[src/gpp_pkg.sv]
// Package for the two-port pin block: widths, bus addresses, reset values.
// Assumes an 8-bit processor bus with byte addresses.
package gpp_pkg;
    localparam int          GPP_W          = 8;
    localparam int          GPP_AW         = 8;
    localparam logic [7:0]  GPP_ADDR_PP    = 8'h00;
    localparam logic [7:0]  GPP_ADDR_PP_D  = 8'h01;
    localparam logic [7:0]  GPP_ADDR_OD    = 8'h02;
    localparam logic [7:0]  GPP_ADDR_OD_D  = 8'h03;
    localparam logic [7:0]  GPP_DIR_RST    = 8'h00;
    localparam logic [7:0]  GPP_LAT_RST    = 8'h00;
    localparam logic [7:0]  GPP_ZERO       = 8'h00;
    localparam logic [1:0]  GPP_SEL_PP     = 2'h0;
    localparam logic [1:0]  GPP_SEL_PP_D   = 2'h1;
    localparam logic [1:0]  GPP_SEL_OD     = 2'h2;
    localparam logic [1:0]  GPP_SEL_OD_D   = 2'h3;
endpackage

[src/gpp_sync.sv]
// Two-flop synchroniser for a bank of pin inputs.
// Assumes pins are asynchronous to clock.
`timescale 1ns/1ps
module gpp_sync
    import gpp_pkg::*;
(
    // Clock and reset
    input  wire logic             clock,
    input  wire logic             rst_b,
    // Pins in, synchronised out
    input  wire logic [GPP_W-1:0] pin_in,
    output logic      [GPP_W-1:0] pin_sync
);
    logic [GPP_W-1:0] meta_reg;
    logic [GPP_W-1:0] meta_next;
    logic [GPP_W-1:0] sync_reg;
    logic [GPP_W-1:0] sync_next;

    always_comb begin
        meta_next = pin_in;
        sync_next = meta_reg;
    end

    always_ff @(posedge clock or negedge rst_b) begin
        if (!rst_b) begin
            meta_reg <= GPP_ZERO;
            sync_reg <= GPP_ZERO;
        end else begin
            meta_reg <= meta_next;
            sync_reg <= sync_next;
        end
    end

    assign pin_sync = sync_reg;
endmodule

[src/gpp_ports.sv]
// What this block does
// - Each pin has its own direction bit
// - Direction zero is input, one is output
// - Output pins read back latch, not pin
// - Input pins stay undriven, buffer off
// - Writes to input pins only touch latch
// - Second port open-drain, first push-pull
//
// Holds the push-pull and open-drain port logic with its bus registers.
// Four registers: a latch and a direction register for each port.
// Assumes a simple synchronous processor bus, one strobe per access.
// Assumes pins are resolved outside from each out/oe pair.
`timescale 1ns/1ps
module gpp_ports
    import gpp_pkg::*;
(
    // Clock and reset
    input  wire logic              clock,
    input  wire logic              rst_b,
    // Processor bus
    input  wire logic [GPP_AW-1:0] bus_addr,
    input  wire logic              bus_wr,
    input  wire logic              bus_rd,
    input  wire logic [GPP_W-1:0]  bus_wdata,
    output logic      [GPP_W-1:0]  bus_rdata,
    // Push-pull port pins
    input  wire logic [GPP_W-1:0]  push_pull_port_in,
    output logic      [GPP_W-1:0]  push_pull_port_out,
    output logic      [GPP_W-1:0]  push_pull_port_oe,
    // Open-drain port pins
    input  wire logic [GPP_W-1:0]  open_drain_port_in,
    output logic      [GPP_W-1:0]  open_drain_port_out,
    output logic      [GPP_W-1:0]  open_drain_port_oe
);
    logic [GPP_W-1:0] pp_lat_reg;
    logic [GPP_W-1:0] pp_lat_next;
    logic [GPP_W-1:0] pp_dir_reg;
    logic [GPP_W-1:0] pp_dir_next;
    logic [GPP_W-1:0] od_lat_reg;
    logic [GPP_W-1:0] od_lat_next;
    logic [GPP_W-1:0] od_dir_reg;
    logic [GPP_W-1:0] od_dir_next;
    logic [GPP_W-1:0] rdata_reg;
    logic [GPP_W-1:0] rdata_next;
    logic [GPP_W-1:0] pp_out_reg;
    logic [GPP_W-1:0] pp_out_next;
    logic [GPP_W-1:0] pp_oe_reg;
    logic [GPP_W-1:0] pp_oe_next;
    logic [GPP_W-1:0] od_out_reg;
    logic [GPP_W-1:0] od_out_next;
    logic [GPP_W-1:0] od_oe_reg;
    logic [GPP_W-1:0] od_oe_next;
    logic [GPP_W-1:0] pp_sync;
    logic [GPP_W-1:0] od_sync;
    logic [GPP_W-1:0] pp_view;
    logic [GPP_W-1:0] od_view;
    logic             addr_hit;
    logic [1:0]       addr_sel;
    logic             wr_hit;
    logic             rd_hit;

    gpp_sync u_pp_sync (
        .clock    (clock),
        .rst_b    (rst_b),
        .pin_in   (push_pull_port_in),
        .pin_sync (pp_sync)
    );

    gpp_sync u_od_sync (
        .clock    (clock),
        .rst_b    (rst_b),
        .pin_in   (open_drain_port_in),
        .pin_sync (od_sync)
    );

    // Per-pin read mux: latch for outputs, pin for inputs
    genvar gi;
    generate
        for (gi = 0; gi < GPP_W; gi++) begin : g_pin
            assign pp_view[gi] = pp_dir_reg[gi] ? pp_lat_reg[gi]
                                                : pp_sync[gi];
            assign od_view[gi] = od_dir_reg[gi] ? od_lat_reg[gi]
                                                : od_sync[gi];
        end
    endgenerate

    // Address decode onto one of four registers
    always_comb begin
        addr_hit = 1'h1;
        addr_sel = GPP_SEL_PP;
        case (bus_addr)
            GPP_ADDR_PP:   addr_sel = GPP_SEL_PP;
            GPP_ADDR_PP_D: addr_sel = GPP_SEL_PP_D;
            GPP_ADDR_OD:   addr_sel = GPP_SEL_OD;
            GPP_ADDR_OD_D: addr_sel = GPP_SEL_OD_D;
            default:       addr_hit = 1'h0;
        endcase
        wr_hit = bus_wr & addr_hit;
        rd_hit = bus_rd & addr_hit;
    end

    // Register writes; latch written whatever the direction
    always_comb begin
        pp_lat_next = pp_lat_reg;
        pp_dir_next = pp_dir_reg;
        od_lat_next = od_lat_reg;
        od_dir_next = od_dir_reg;
        if (wr_hit) begin
            case (addr_sel)
                GPP_SEL_PP:   pp_lat_next = bus_wdata;
                GPP_SEL_PP_D: pp_dir_next = bus_wdata;
                GPP_SEL_OD:   od_lat_next = bus_wdata;
                GPP_SEL_OD_D: od_dir_next = bus_wdata;
                default: ;
            endcase
        end
    end

    // Latch and direction registers
    always_ff @(posedge clock or negedge rst_b) begin
        if (!rst_b) begin
            pp_lat_reg <= GPP_LAT_RST;
            pp_dir_reg <= GPP_DIR_RST;
            od_lat_reg <= GPP_LAT_RST;
            od_dir_reg <= GPP_DIR_RST;
        end else begin
            pp_lat_reg <= pp_lat_next;
            pp_dir_reg <= pp_dir_next;
            od_lat_reg <= od_lat_next;
            od_dir_reg <= od_dir_next;
        end
    end

    // Read data; unmapped reads give zero, held until next read
    always_comb begin
        rdata_next = rdata_reg;
        if (bus_rd) begin
            rdata_next = GPP_ZERO;
        end
        if (rd_hit) begin
            case (addr_sel)
                GPP_SEL_PP:   rdata_next = pp_view;
                GPP_SEL_PP_D: rdata_next = pp_dir_reg;
                GPP_SEL_OD:   rdata_next = od_view;
                GPP_SEL_OD_D: rdata_next = od_dir_reg;
                default:      rdata_next = GPP_ZERO;
            endcase
        end
    end

    always_ff @(posedge clock or negedge rst_b) begin
        if (!rst_b) begin
            rdata_reg <= GPP_ZERO;
        end else begin
            rdata_reg <= rdata_next;
        end
    end

    // Pin drivers follow the next latch and direction values
    always_comb begin
        // Push-pull: drive latch while direction is one
        pp_out_next = pp_lat_next;
        pp_oe_next  = pp_dir_next;
        // Open-drain: pull low for zero, release for one
        od_out_next = GPP_ZERO;
        od_oe_next  = od_dir_next & ~od_lat_next;
    end

    // Pin driver registers
    always_ff @(posedge clock or negedge rst_b) begin
        if (!rst_b) begin
            pp_out_reg <= GPP_ZERO;
            pp_oe_reg  <= GPP_ZERO;
            od_out_reg <= GPP_ZERO;
            od_oe_reg  <= GPP_ZERO;
        end else begin
            pp_out_reg <= pp_out_next;
            pp_oe_reg  <= pp_oe_next;
            od_out_reg <= od_out_next;
            od_oe_reg  <= od_oe_next;
        end
    end

    assign bus_rdata           = rdata_reg;
    assign push_pull_port_out  = pp_out_reg;
    assign push_pull_port_oe   = pp_oe_reg;
    assign open_drain_port_out = od_out_reg;
    assign open_drain_port_oe  = od_oe_reg;
endmodule

[config.mk]
export PLATFORM = sky130hd
export DESIGN_NAME = gpp_ports
export DESIGN_NICKNAME = d
export VERILOG_FILES = /design/src/gpp_pkg.sv /design/src/gpp_sync.sv /design/src/gpp_ports.sv
export SDC_FILE = /design/constraint.sdc
export NUM_CORES = 1
export LEC_CHECK = 0
export BUFFER_PORTS_ARGS = -buffer_cell sky130_fd_sc_hd__buf_2
export CELL_PAD_IN_SITES_DETAIL_PLACEMENT = 1
export CELL_PAD_IN_SITES_GLOBAL_PLACEMENT = 2
export CORE_ASPECT_RATIO = 1.4
export CORE_MARGIN = 10
export CORE_UTILIZATION = 38
export CTS_CLUSTER_SIZE = 20
export DETAILED_ROUTE_END_ITERATION = 10
export PLACE_DENSITY = 0.9
export SLEW_MARGIN = 10
export SYNTH_ARGS = -nofsm -noshare
export SYNTH_HDL_FRONTEND = slang
export SYNTH_SLANG_ARGS = --single-unit
[constraint.sdc]
create_clock -name clock -period 2 [get_ports clock]
set_input_delay 0.1 -clock clock [delete_from_list [all_inputs] [get_ports clock]]
set_output_delay 0.1 -clock clock [all_outputs]
set_load 0.01 [all_outputs]
==> summary.txt <==
die width -> 99.6 um
largest cells by area after synthesis -> dfrtp_1 59%, mux2_2 11%, nand4_1 2.6%, nor2b_1 2.6%, o21ai_0 2.1%
Clk Latency, worst-skew pair -> 0.35 ns
Worst EP arrival -> 1.62 ns
Die Area -> 13100 um^2
max cap viols -> 0
total grt overflow -> 0
Mean Syn Cell Area -> 12.7 um^2
H-tree depth -> 3
Worst-path clk slew -> 0.06 ns
switching part of the total -> 23.2%
critical path peak fanout -> 8
Fin. Hold Viols -> 0
fraction of the yosys area taken by sequential cells -> 59.4%
routed len/inst -> 19.6 um
Vias -> 2486
Ports -> 76
CTS tree -> done
WHS -> 0.0676 ns
fin util -> 50.3%
Yosys top cell area share -> 59.4%
synthesized flop and latch total -> 80
Die Height -> 131 um
type of the tightest min-delay check -> in -> reg
Final Cycle Share -> 69.6%
Slew @ Worst Pin -> 0.532 ns
RSZ-0062 raised after global routing -> no
Yosys cell types -> 42
clk sink count -> 80
leak pwr -> 0.00215 uW
core footprint -> 8610 um^2
most common flop cell mapped by yosys -> dfrtp_1
area occupied by multi-input gates -> 1260 um^2
GRT Resource Usage Total -> 14.7%
number of port buffers -> 67
Max Root-Sink Buffers -> 2
Iter 0 DRT Violations -> 84
CP startpoint kind -> primary input
slew margin rel. -> 64.3%
P_sw -> 848 uW
vias in the first global route -> 2794
Final Max Tran Viols -> 0
largest net degree at the start of global routing -> 42
DR pass1 iterations -> 4
Peak VDD IR -> 0.000567 V
worst clock skew -> 0.00417 ns
gpl congestion -> 0.739
data required time of the worst path -> 2.23 ns
Fillers -> 950
Starting Density -> 39.2%
Tmin final -> 1.39 ns
Post-Syn Instances -> 266
Clock Power Share -> 45.4%
most common cell in the netlist -> dfrtp_1
Critical Path End Type -> flop
async set-reset flop share out of synthesis -> 100%
ant diodes -> 0
status -> completed
Sequential Power Share -> 46.8%
Cell Int Power -> 2800 uW
Root Buffer Master -> clkbuf_16
layout cells sized above 1 -> 36.4%
Post-synth top cells -> 80 x dfrtp_1, 32 x mux2_2, 14 x nand4_1, 14 x nor2b_1, 14 x o21ai_0
PwrDens -> 844 nW/um^2
Post-Layout Inst Area -> 4330 um^2
antenna viol nets, final -> 0
Max Clock Freq -> 719 MHz
kind of critical path -> in -> reg
register area -> 2000 um^2
Placed Area -> 3860 um^2
first-pass GRT wire length -> 15200 um
Warnings, synthesis -> 0
# nets final -> 394
Mapped Area -> 3370 um^2
DRC viols -> 0
Setup violations, final -> 0
Via-to-Cell Ratio -> 5.31
number of antenna violations at the first check in global routing -> 0
final wirelength -> 9180 um
Synth area leader -> dfrtp_1
post-detail-place hpwl -> 6260 um
Setup TNS -> 0 ns
row cnt -> 40
Post-synth EDFFs -> 0
combinational share of power -> 7.7%
area delta synth->final -> 28.3%
setup bufs post-CTS -> 0
Inserted Clock Buffers -> 9
==> per-layer routing <==
layer | vias up | wire [um] | share of wire, % | global-route usage [%]
li1 | 1143 | - | - | -
met1 | 1270 | 3610 | 39 | 16.2
met2 | 60 | 4900 | 53 | 24.9
met3 | 13 | 461 | 5.0 | 4.09
met4 | 0 | 206 | 2.2 | 7.43
met5 | - | 0 | 0 | 0
==> power by group through the flow <==
stage	logic (uW)	registers [uW]	clock network [uW]
3_5_place_dp	259	1740	0
6_report	282	1710	1660
4_1_cts	287	1710	1700
5_1_grt	315	1720	1760
3_3_place_gp	251	1740	0
2_1_floorplan	121	1740	0
==> cell families (layout without fill, tap and decap cells) <==
family          after synthesis  in the layout  share of synthesized area (%)
other cells                   1              8                          0.111
mux                          34             34                           11.3
buf+inv                      29            119                           4.27
compound gates               42             42                           8.61
flops                        80             80                           59.4
simple gates                 80             80                           16.4
==> worst max-delay path, stage by stage <==
cell and delay, ns:
buf_2 0.12, or4_4 0.56, nor3_4 0.44, mux2_2 0.40
==> area by class of cell <==
type                            count  area share, %
Sequential cell                    80           46.3
Multi-Input combinational cell    164           29.1
Inverter                            8          0.694
Tap cell                          105           3.04
Clock inverter                      5           1.30
Timing Repair Buffer               95           13.9
Clock buffer                       11           5.61
==> stage by stage <==
step / setup WS (ns) / total power (uW) / std cells
4_1_cts: 0.595 / 3700 / 468
3_5_place_dp: 0.230 / 2000 / 435
6_report: 0.609 / 3650 / 468
5_1_grt: 0.564 / 3790 / 468
3_3_place_gp: 0.270 / 1990 / 435
2_1_floorplan: 0.542 / 1860 / 273
==> path summary, 6_finish.rpt <==
path / from / end / slack [ns] / cells after the start
setup / recovery: bus_addr[7] / od_lat_reg[0] / 0.61 / 4
hold / removal: bus_wdata[5] / push_pull_port_oe[5] / 0.07 / 2
setup reg to reg: push_pull_port_out[6] / bus_rdata[6] / 0.91 / 3
hold reg to reg: u_od_sync.meta_reg[2] / u_od_sync.pin_sync[2] / 0.35 / 0
max in group asynchronous: rst_b / u_pp_sync.meta_reg[3] / 1.10 / 3
min in group asynchronous: rst_b / u_pp_sync.pin_sync[2] / 0.29 / 2
==> layout by cell type, fill, tap and decap left out, drive strengths merged, types with 11 or more instances in the layout <==
master / n
nand2b: 11
o21ai: 14
nor2b: 14
dfrtp: 80
nand4: 14
dlygate4sd3: 17
clkbuf: 11
buf: 78
mux2: 32
==> timing repair <==
item | CTS | global route
gates resized for setup | 0 | 0
endpoints found under the hold margin | 56 | 0
hold buffers | 17 | 0
(Power assumes the default switching activity.)
